$ cat src/logic/chip_reset_pkg.sv
package chip_reset_pkg;

    // Clock and timing
    localparam int unsigned CLK_MHZ          = 200;
    localparam int unsigned CLK_PERIOD_NS    = 5;
    localparam int unsigned POR_TIME_MS      = 22;
    localparam int unsigned POR_CYCLES_DFLT  = POR_TIME_MS * CLK_MHZ * 1000;
    localparam int unsigned SOFT_TIME_NS     = 2000;
    localparam int unsigned SOFT_CYCLES_DFLT = SOFT_TIME_NS / CLK_PERIOD_NS;
    localparam int unsigned LITE_CYCLES_DFLT = 16;
    localparam int unsigned USBR_CYCLES_DFLT = 16;
    localparam int unsigned ACK_WAIT_DFLT    = 256;
    localparam int unsigned CNT_W            = 32;

    // Register map
    localparam int unsigned ADDR_W        = 8;
    localparam int unsigned DATA_W        = 32;
    localparam logic [7:0]  OFS_HARDWARE_CONFIG_REG    = 8'h00;
    localparam logic [7:0]  OFS_POWER_MGMT_CONTROL_REG  = 8'h04;
    localparam logic [7:0]  OFS_STRAP     = 8'h08;

    // Field positions
    localparam int unsigned BIT_SOFT      = 0;
    localparam int unsigned BIT_LITE      = 1;
    localparam int unsigned USR_LSB       = 8;
    localparam int unsigned NOT_AFFECTED_BY_SOFT_RESET_LSB      = 16;
    localparam int unsigned FLD_W         = 8;
    localparam int unsigned BIT_READY     = 0;
    localparam int unsigned BIT_PHY_PD    = 1;

    // Reset values
    localparam logic [7:0]  USR_RST       = 8'h00;
    localparam logic [7:0]  NOT_AFFECTED_BY_SOFT_RESET_RST      = 8'h00;

    // Register bus request
    typedef struct packed {
        logic              wr;
        logic              rd;
        logic [ADDR_W-1:0] addr;
        logic [DATA_W-1:0] wdata;
    } reg_req_t;

    // Internal reset domains, active high
    typedef struct packed {
        logic pll;
        logic usb_ctrl;
        logic chip_core;
        logic test_port;
    } rst_domains_t;

    // Sequencer states
    typedef enum logic [7:0] {
        ST_POR      = 8'h01,
        ST_PIN      = 8'h02,
        ST_SOFT_ACK = 8'h04,
        ST_SOFT     = 8'h08,
        ST_LITE     = 8'h10,
        ST_USB      = 8'h20,
        ST_LOAD     = 8'h40,
        ST_READY    = 8'h80
    } seq_state_t;

endpackage

$ cat src/logic/chip_reset_and_strap_control.sv
`timescale 1ns/10ps
`default_nettype none

// What this block does
// Power-on holds internal reset about 22 ms
// Power-on reloads full configuration memory
// Power-on puts Ethernet PHY in power-down
// Low reset pin starts hardware reset
// Ready reads 0 during pin reset
// Reset pin weakly pulled high
// Pin reset puts Ethernet PHY in power-down
// Lite reset spares USB side, PLL
// Lite reset: no reload, stays configured
// Host resets endpoint pipes after lite
// Soft bit self-clears after about 2 us
// Soft reset keeps not-affected bits
// Soft reset reloads memory, powers down PHY
// Soft reset: ack OUT, then disconnect
// USB reset follows power, pin, soft
// Ready low until memory load finishes
// USB reset reloads MAC only, PHY down
// Test reset clears only test port
// Straps tri-stated in reset, latched after
// Straps latched only on power, pin
// Board never drives straps, uses resistors
// Reset release synchronous to core clock
module chip_reset_and_strap_control
    import chip_reset_pkg::*;
#(
    parameter int unsigned POR_CYCLES  = POR_CYCLES_DFLT,
    parameter int unsigned SOFT_CYCLES = SOFT_CYCLES_DFLT,
    parameter int unsigned LITE_CYCLES = LITE_CYCLES_DFLT,
    parameter int unsigned USBR_CYCLES = USBR_CYCLES_DFLT,
    parameter int unsigned ACK_WAIT    = ACK_WAIT_DFLT,
    parameter int unsigned STRAP_W     = 4
) (
    // Clock and power-on reset
    input  wire logic                i_core_clk,
    input  wire logic                i_sys_rst,
    // Reset pins
    input  wire logic                i_external_reset_pin_n,
    input  wire logic                i_test_port_reset_n,
    output logic                     o_reset_pin_pullup_en,
    // USB device controller events
    input  wire logic                i_usb_bus_reset,
    input  wire logic                i_usb_out_acked,
    output logic                     o_usb_disconnect,
    // Configuration memory loader
    input  wire logic                i_cfg_mem_present,
    input  wire logic                i_cfg_load_done,
    output logic                     o_cfg_load_req,
    output logic                     o_cfg_load_mac_only,
    // Domain resets and PHY
    output rst_domains_t             o_rst,
    output logic                     o_phy_powerdown,
    output logic                     o_ready,
    // Strap pins
    input  wire logic [STRAP_W-1:0]  i_strap_in,
    input  wire logic [STRAP_W-1:0]  i_strap_func_out,
    output logic      [STRAP_W-1:0]  o_strap_out,
    output logic      [STRAP_W-1:0]  o_strap_oe,
    output logic      [STRAP_W-1:0]  o_strap_val,
    // Register port
    input  wire reg_req_t            i_bus,
    output logic      [DATA_W-1:0]   o_rdata
);

    // True when a counter has reached its last cycle
    function automatic logic count_done(input logic [CNT_W-1:0] c, input int unsigned lim);
        count_done = (c >= CNT_W'(lim - 1));
    endfunction

    // True when a bus address selects the given register
    function automatic logic addr_is(input logic [ADDR_W-1:0] a, input logic [ADDR_W-1:0] ofs);
        addr_is = (a == ofs);
    endfunction

    seq_state_t                state_reg;
    logic [CNT_W-1:0]          cnt_reg;
    logic                      load_full_reg;
    logic [1:0]                pin_sync_reg;
    logic [1:0]                tst_sync_reg;
    logic [STRAP_W-1:0]        strap_s1_reg;
    logic [STRAP_W-1:0]        strap_s2_reg;
    logic [FLD_W-1:0]          usr_cfg_reg;
    logic [FLD_W-1:0]          not_affected_by_soft_reset_cfg_reg;
    logic                      pin_n;
    logic                      wr_hw;
    logic                      wr_pmt;
    logic                      soft_wr;
    logic                      lite_wr;
    logic                      in_hw_rst;
    logic                      in_core_rst;
    logic                      seq_end;
    logic [2:0]                float_age_reg;
    logic                      straps_settled;

    // Two-flop synchronisers for pins
    always_ff @(posedge i_core_clk) begin
        if (i_sys_rst) begin
            pin_sync_reg <= 2'h3;
            tst_sync_reg <= 2'h0;
            strap_s1_reg <= '0;
            strap_s2_reg <= '0;
        end else begin
            pin_sync_reg <= {pin_sync_reg[0], i_external_reset_pin_n};
            tst_sync_reg <= {tst_sync_reg[0], i_test_port_reset_n};
            strap_s1_reg <= i_strap_in;
            strap_s2_reg <= strap_s1_reg;
        end
    end

    // Hardware reset history: straps floated through oe flop and both sync flops
    always_ff @(posedge i_core_clk) begin
        if (i_sys_rst) begin
            float_age_reg <= '1;
        end else begin
            float_age_reg <= {float_age_reg[1:0], in_hw_rst};
        end
    end

    // Decode and state helpers
    assign pin_n       = pin_sync_reg[1];
    assign wr_hw       = i_bus.wr && addr_is(i_bus.addr, OFS_HARDWARE_CONFIG_REG);
    assign wr_pmt      = i_bus.wr && addr_is(i_bus.addr, OFS_POWER_MGMT_CONTROL_REG);
    assign soft_wr     = wr_hw && i_bus.wdata[BIT_SOFT];
    assign lite_wr     = wr_hw && i_bus.wdata[BIT_LITE] && !i_bus.wdata[BIT_SOFT];
    assign in_hw_rst   = (state_reg == ST_POR) || (state_reg == ST_PIN);
    assign in_core_rst = in_hw_rst || (state_reg == ST_SOFT) || (state_reg == ST_LITE)
                         || (state_reg == ST_USB);
    assign seq_end     = (state_reg == ST_USB) && count_done(cnt_reg, USBR_CYCLES);
    assign straps_settled = &float_age_reg;

    // Reset sequencer
    always_ff @(posedge i_core_clk) begin
        if (i_sys_rst) begin
            state_reg <= ST_POR;
            cnt_reg   <= '0;
        end else if (!pin_n) begin
            state_reg <= ST_PIN;
            cnt_reg   <= '0;
        end else begin
            case (state_reg)
                ST_POR: begin
                    if (count_done(cnt_reg, POR_CYCLES) && straps_settled) begin
                        state_reg <= ST_USB;
                        cnt_reg   <= '0;
                    end else begin
                        cnt_reg <= cnt_reg + 1'b1;
                    end
                end
                ST_PIN: begin
                    // Short pin pulses wait until the straps have settled
                    if (straps_settled) begin
                        state_reg <= ST_USB;
                        cnt_reg   <= '0;
                    end
                end
                ST_SOFT_ACK: begin
                    // Let the data stage ack go out first
                    if (i_usb_out_acked || count_done(cnt_reg, ACK_WAIT)) begin
                        state_reg <= ST_SOFT;
                        cnt_reg   <= '0;
                    end else begin
                        cnt_reg <= cnt_reg + 1'b1;
                    end
                end
                ST_SOFT: begin
                    if (count_done(cnt_reg, SOFT_CYCLES)) begin
                        state_reg <= ST_USB;
                        cnt_reg   <= '0;
                    end else begin
                        cnt_reg <= cnt_reg + 1'b1;
                    end
                end
                ST_LITE: begin
                    if (count_done(cnt_reg, LITE_CYCLES)) begin
                        state_reg <= ST_READY;
                        cnt_reg   <= '0;
                    end else begin
                        cnt_reg <= cnt_reg + 1'b1;
                    end
                end
                ST_USB: begin
                    if (seq_end) begin
                        state_reg <= ST_LOAD;
                        cnt_reg   <= '0;
                    end else begin
                        cnt_reg <= cnt_reg + 1'b1;
                    end
                end
                ST_LOAD: begin
                    if (i_usb_bus_reset) begin
                        state_reg <= ST_USB;
                        cnt_reg   <= '0;
                    end else if (i_cfg_load_done || !i_cfg_mem_present) begin
                        state_reg <= ST_READY;
                    end
                end
                ST_READY: begin
                    if (i_usb_bus_reset) begin
                        state_reg <= ST_USB;
                        cnt_reg   <= '0;
                    end else if (soft_wr) begin
                        state_reg <= ST_SOFT_ACK;
                        cnt_reg   <= '0;
                    end else if (lite_wr) begin
                        state_reg <= ST_LITE;
                        cnt_reg   <= '0;
                    end
                end
                default: begin
                    state_reg <= ST_POR;
                    cnt_reg   <= '0;
                end
            endcase
        end
    end

    // Kind of memory load for the coming load stage
    always_ff @(posedge i_core_clk) begin
        if (i_sys_rst) begin
            load_full_reg <= 1'b1;
        end else if (in_hw_rst || (state_reg == ST_SOFT)) begin
            load_full_reg <= 1'b1;
        end else if (i_usb_bus_reset && ((state_reg == ST_READY) || (state_reg == ST_LOAD))) begin
            load_full_reg <= 1'b0;
        end
    end

    // Memory load request, one pulse per load stage
    always_ff @(posedge i_core_clk) begin
        if (i_sys_rst) begin
            o_cfg_load_req      <= 1'b0;
            o_cfg_load_mac_only <= 1'b0;
        end else begin
            o_cfg_load_req <= seq_end && pin_n;
            if (seq_end) begin
                o_cfg_load_mac_only <= !load_full_reg;
            end
        end
    end

    // Domain resets, all released on a core clock edge
    always_ff @(posedge i_core_clk) begin
        if (i_sys_rst) begin
            o_rst <= '{pll: 1'b1, usb_ctrl: 1'b1, chip_core: 1'b1, test_port: 1'b1};
        end else begin
            o_rst.pll       <= in_hw_rst;
            o_rst.usb_ctrl  <= in_hw_rst || (state_reg == ST_SOFT);
            o_rst.chip_core <= in_core_rst;
            o_rst.test_port <= !tst_sync_reg[1];
        end
    end

    // USB disconnect after soft reset ack, up to the load stage
    always_ff @(posedge i_core_clk) begin
        if (i_sys_rst) begin
            o_usb_disconnect <= 1'b1;
        end else if (in_hw_rst || (state_reg == ST_SOFT)) begin
            o_usb_disconnect <= 1'b1;
        end else if (seq_end) begin
            o_usb_disconnect <= 1'b0;
        end
    end

    // PHY power-down; hardware set wins over software clear
    always_ff @(posedge i_core_clk) begin
        if (i_sys_rst) begin
            o_phy_powerdown <= 1'b1;
        end else if (in_hw_rst || (state_reg == ST_SOFT) || (state_reg == ST_USB)) begin
            o_phy_powerdown <= 1'b1;
        end else if (wr_pmt && (state_reg == ST_READY)) begin
            o_phy_powerdown <= i_bus.wdata[BIT_PHY_PD];
        end
    end

    // Ready flag
    always_ff @(posedge i_core_clk) begin
        if (i_sys_rst) begin
            o_ready <= 1'b0;
        end else begin
            o_ready <= (state_reg == ST_READY) && pin_n && !i_usb_bus_reset;
        end
    end

    // Software configuration fields
    always_ff @(posedge i_core_clk) begin
        if (i_sys_rst || in_hw_rst) begin
            usr_cfg_reg  <= USR_RST;
            not_affected_by_soft_reset_cfg_reg <= NOT_AFFECTED_BY_SOFT_RESET_RST;
        end else if (in_core_rst) begin
            usr_cfg_reg <= USR_RST;
        end else if (wr_hw && (state_reg == ST_READY)) begin
            usr_cfg_reg  <= i_bus.wdata[USR_LSB +: FLD_W];
            not_affected_by_soft_reset_cfg_reg <= i_bus.wdata[NOT_AFFECTED_BY_SOFT_RESET_LSB +: FLD_W];
        end
    end

    // Strap pins: released in hardware reset, latched at its end
    always_ff @(posedge i_core_clk) begin
        if (i_sys_rst) begin
            o_strap_oe  <= '0;
            o_strap_out <= '0;
            o_strap_val <= '0;
        end else begin
            o_strap_oe  <= in_hw_rst ? '0 : '1;
            o_strap_out <= i_strap_func_out;
            if (in_hw_rst && pin_n && straps_settled && (state_reg == ST_PIN
                || count_done(cnt_reg, POR_CYCLES))) begin
                o_strap_val <= strap_s2_reg;
            end
        end
    end

    // Weak pull-up on the reset pin, always on
    always_ff @(posedge i_core_clk) begin
        if (i_sys_rst) begin
            o_reset_pin_pullup_en <= 1'b1;
        end else begin
            o_reset_pin_pullup_en <= 1'b1;
        end
    end

    // Register contents as seen by a read of one address; unmapped reads 0
    function automatic logic [DATA_W-1:0] read_word(input logic [ADDR_W-1:0] a);
        logic [DATA_W-1:0] w;
        w = '0;
        if (addr_is(a, OFS_HARDWARE_CONFIG_REG)) begin
            w[BIT_SOFT] = (state_reg == ST_SOFT_ACK) || (state_reg == ST_SOFT);
            w[BIT_LITE] = (state_reg == ST_LITE);
            w[USR_LSB +: FLD_W]  = usr_cfg_reg;
            w[NOT_AFFECTED_BY_SOFT_RESET_LSB +: FLD_W] = not_affected_by_soft_reset_cfg_reg;
        end else if (addr_is(a, OFS_POWER_MGMT_CONTROL_REG)) begin
            w[BIT_READY]  = o_ready;
            w[BIT_PHY_PD] = o_phy_powerdown;
        end else if (addr_is(a, OFS_STRAP)) begin
            w = DATA_W'(o_strap_val);
        end
        read_word = w;
    endfunction

    // Read data, valid only in the cycle after the strobe
    always_ff @(posedge i_core_clk) begin
        if (i_sys_rst || !i_bus.rd) begin
            o_rdata <= '0;
        end else begin
            o_rdata <= read_word(i_bus.addr);
        end
    end

endmodule

`default_nettype wire

$ cat config.mk
export PLATFORM = sky130hd
export DESIGN_NAME = chip_reset_and_strap_control
export DESIGN_NICKNAME = d
export VERILOG_FILES = /design/src/logic/chip_reset_pkg.sv /design/src/logic/chip_reset_and_strap_control.sv
export SDC_FILE = /design/constraint.sdc
export NUM_CORES = 1
export LEC_CHECK = 0
export BUFFER_PORTS_ARGS = -buffer_cell sky130_fd_sc_hd__buf_2
export CELL_PAD_IN_SITES_DETAIL_PLACEMENT = 1
export CELL_PAD_IN_SITES_GLOBAL_PLACEMENT = 2
export CORE_ASPECT_RATIO = 0.9
export CORE_MARGIN = 1.5
export CORE_UTILIZATION = 28
export DETAILED_ROUTE_END_ITERATION = 7
export PLACE_DENSITY_LB_ADDON = 0.1
export SYNTH_ARGS = -nofsm -noshare
export SYNTH_HDL_FRONTEND = slang
export SYNTH_SLANG_ARGS = --single-unit
$ cat constraint.sdc
create_clock -name i_core_clk -period 2.6 [get_ports i_core_clk]
set_input_delay 0.26 -clock i_core_clk [delete_from_list [all_inputs] [get_ports i_core_clk]]
set_output_delay 0.26 -clock i_core_clk [all_outputs]
set_load 0.1 [all_outputs]
==> results.cfg <==
[run_status]
outcome = complete, but fails checks
violations = negative setup slack

[critical_path]
rrSetupSlack_ps = -200
r2r_start = cnt_reg[19]
cp-end-kind = flip-flop
required_ps = 2850
start_kind = flip-flop
cp.arrival_ps = 3050
criticalPathCategory = flip-flop to flip-flop
rr_endpoint = cnt_reg[12]
path_max_fanout = 8
reg2regPathDepth = 9

[synthesis]
netlist_top_cells_count = dfxtp_1 (109), nor2_1 (72), nand2_1 (28)
synth_warnings = 0
ys_seq_area_share_pct = 48.2
yosysTopAreaCellShare_pct = 48.2
ys_seq_elements = 109
synth.largest_area_cell = dfxtp_1
synth.most_common_cell = dfxtp_1
avgSynthCellArea_um2 = 8.94
synth_area_mm2 = 0.00453
synthCells = 507
synthArstFlopShare_pct = 0
synth_ff_type = dfxtp_1
synth_edf_count = 0
synthTopCellsByArea = dfxtp_1 (48%), nor2_1 (6.0%), mux2i_1 (5.1%), and3_1 (3.7%), xnor2_1 (3.3%)
synth.distinct_cells = 48

[final_layout]
final-instance-count-excl-fill = 852
nNetsFinal = 704
syn_to_final_growth_pct = 34.5
largest_reg_flops = 32
utilization_pct = 39.1
final_area_mm2 = 0.00610
drive_gt1_share_pct = 32.8
antennaDiodeCount = 0

[pwr]
power_density_mw_per_mm2 = 759
vdd_drop_max_mv = 0.627
power_leakage_nw = 2.51

[clocking]
cts.sinks = 109
clockBufferDepth = 2
cts_root_buf = clkbuf_16
numCtsBuffers = 9
clkSlewWorstSetupHoldPaths_ps = 80
cts_hold_buf = 0
tritoncts = built
clk_latency_ps = 360
htree_levels = 3

[floorplanning]
die_w_um = 137
rows = 43
die-area_mm2 = 0.0170
core_mm2 = 0.0156
die_h_um = 124
ioPinCount = 112
start_util_pct = 29.0

[grt]
grt_max_degree = 33
overflow = 0
antenna_found_initial = 0
grt_pass1_wl_um = 21700
grt_usage_pct = 16.9
grt_pass1_vias = 4110

[job]
drv_cap = 0

[hold_path]
hold_class = input pin to flip-flop
min_to = pin_sync_reg[0]
holdPathStages = 2
worstHoldStart = i_external_reset_pin_n

[routing]
first_pass_iters = 4
viasPerCell = 4.68
vias = 3991
drt-total-wl_um = 13700
routedWlPerCell_um = 16.1
antenna_left = 0
drt_iter0_drc = 172
drc = 0

[timing]
setup_viol = 35
final.setup_skew_ps = 13.7
tightest_slew_ps = 1130
fin_crit_sh_pct = 108
max_freq_ghz = 0.357
max_slew_margin_pct = 24.1
finalHoldViolCount = 0
holdWs_ps = 76.4
rsz0062_at_grt = true
fin_ws_ps = -203
fin_crit_ps = 2800
slew_violations = 0

[placed_design]
hpwl_um = 10100
dp.cells = 827
gp_congestion = 0.811
dpl_cell_area_mm2 = 0.00553
port_buffers = 84
-- area by class of cell --
type	count	area [um^2]
sequential	109	2190
fill	1829	9510
tap	202	253
clock inverter	7	77.6
timing repair buffer	152	1010
multi-input combinational	359	2290
inverter	14	52.6
clock buffer	9	225
-- stage by stage --
stage               TNS [ps]  power, mW  setup WS (ps)
floorplan              -77.5       2.71          -75.6
global placement       -5690       3.04           -270
detailed placement     -8520       3.06           -296
CTS                    -4080       4.67           -136
global route           -8750       4.87           -314
finish                 -5430       4.63           -203
-- logic make-up after synthesis --
family	Yosys count	share of synthesized area [%]
buffers and inverters	50	5.60
AOI/OAI and AO/OA	44	6.05
adders and majority gates	1	0.276
muxes	23	5.08
xor gates and xnor gates	28	5.41
and+or+nand+nor	250	29.3
DFF	109	48.2
other	2	0.166
-- how the worst max path moves through the flow --
stage / start / to / depth (start not counted)
final: cnt_reg[19] / cnt_reg[12] / 9
after global routing: cnt_reg[19] / state_reg[0] / 8
after CTS: cnt_reg[19] / state_reg[4] / 7
after detailed placement: cnt_reg[19] / state_reg[3] / 7
after global placement: i_bus[39] / cnt_reg[12] / 10
after floorplan: cnt_reg[18] / state_reg[3] / 7
-- worst max-delay path: stages (launching register included) --
cell and delay (ps):
dfxtp_2 330, or4_4 550, or4b_4 490, a31oi_1 170, and4b_2 270, a211o_4 320, o21ai_4 200, buf_6 170
buf_16 150, nor2_1 40
-- layout by cell type (no fill, tap or decap), types with 11 or more instances in the layout --
master	n
and3_1	26
buf_2	84
buf_4	61
conb_1	13
dfxtp_1	106
inv_1	14
mux2i_1	23
nand2_1	27
nand3_1	19
nand4_1	11
nor2_1	62
nor2b_1	18
nor3_1	11
nor4_1	13
xnor2_1	17
xor2_1	11
-- layer usage --
| layer | part of all wire (%) | routed length (um) | global-route usage (%) | vias up |
|---|---|---|---|---|
| met1 | 50 | 6900 | 23.3 | 1917 |
| met4 | 0.96 | 132 | 4.41 | 0 |
| met2 | 46 | 6250 | 26.8 | 56 |
| met3 | 3.1 | 426 | 3.83 | 10 |
| li1 | - | - | - | 2008 |
| met5 | 0 | 0 | 0 | - |
-- power breakdown --
group	switching, mW	internal (mW)	leakage, nW	total, mW
Sequential	0.0546	1.74	0.886	1.80
Clock	0.705	0.685	0.149	1.39
Combinational	0.962	0.476	1.47	1.44
-- repair_timing --
item | 4_1_cts | 5_1_grt
gates cloned | 2 | 0
pin swaps | 19 | 1
endpoints found under the setup margin | 37 | 38
buffers inserted | 11 | 1
gates resized for setup | 19 | 25
Power figures use the tool's default switching activity.
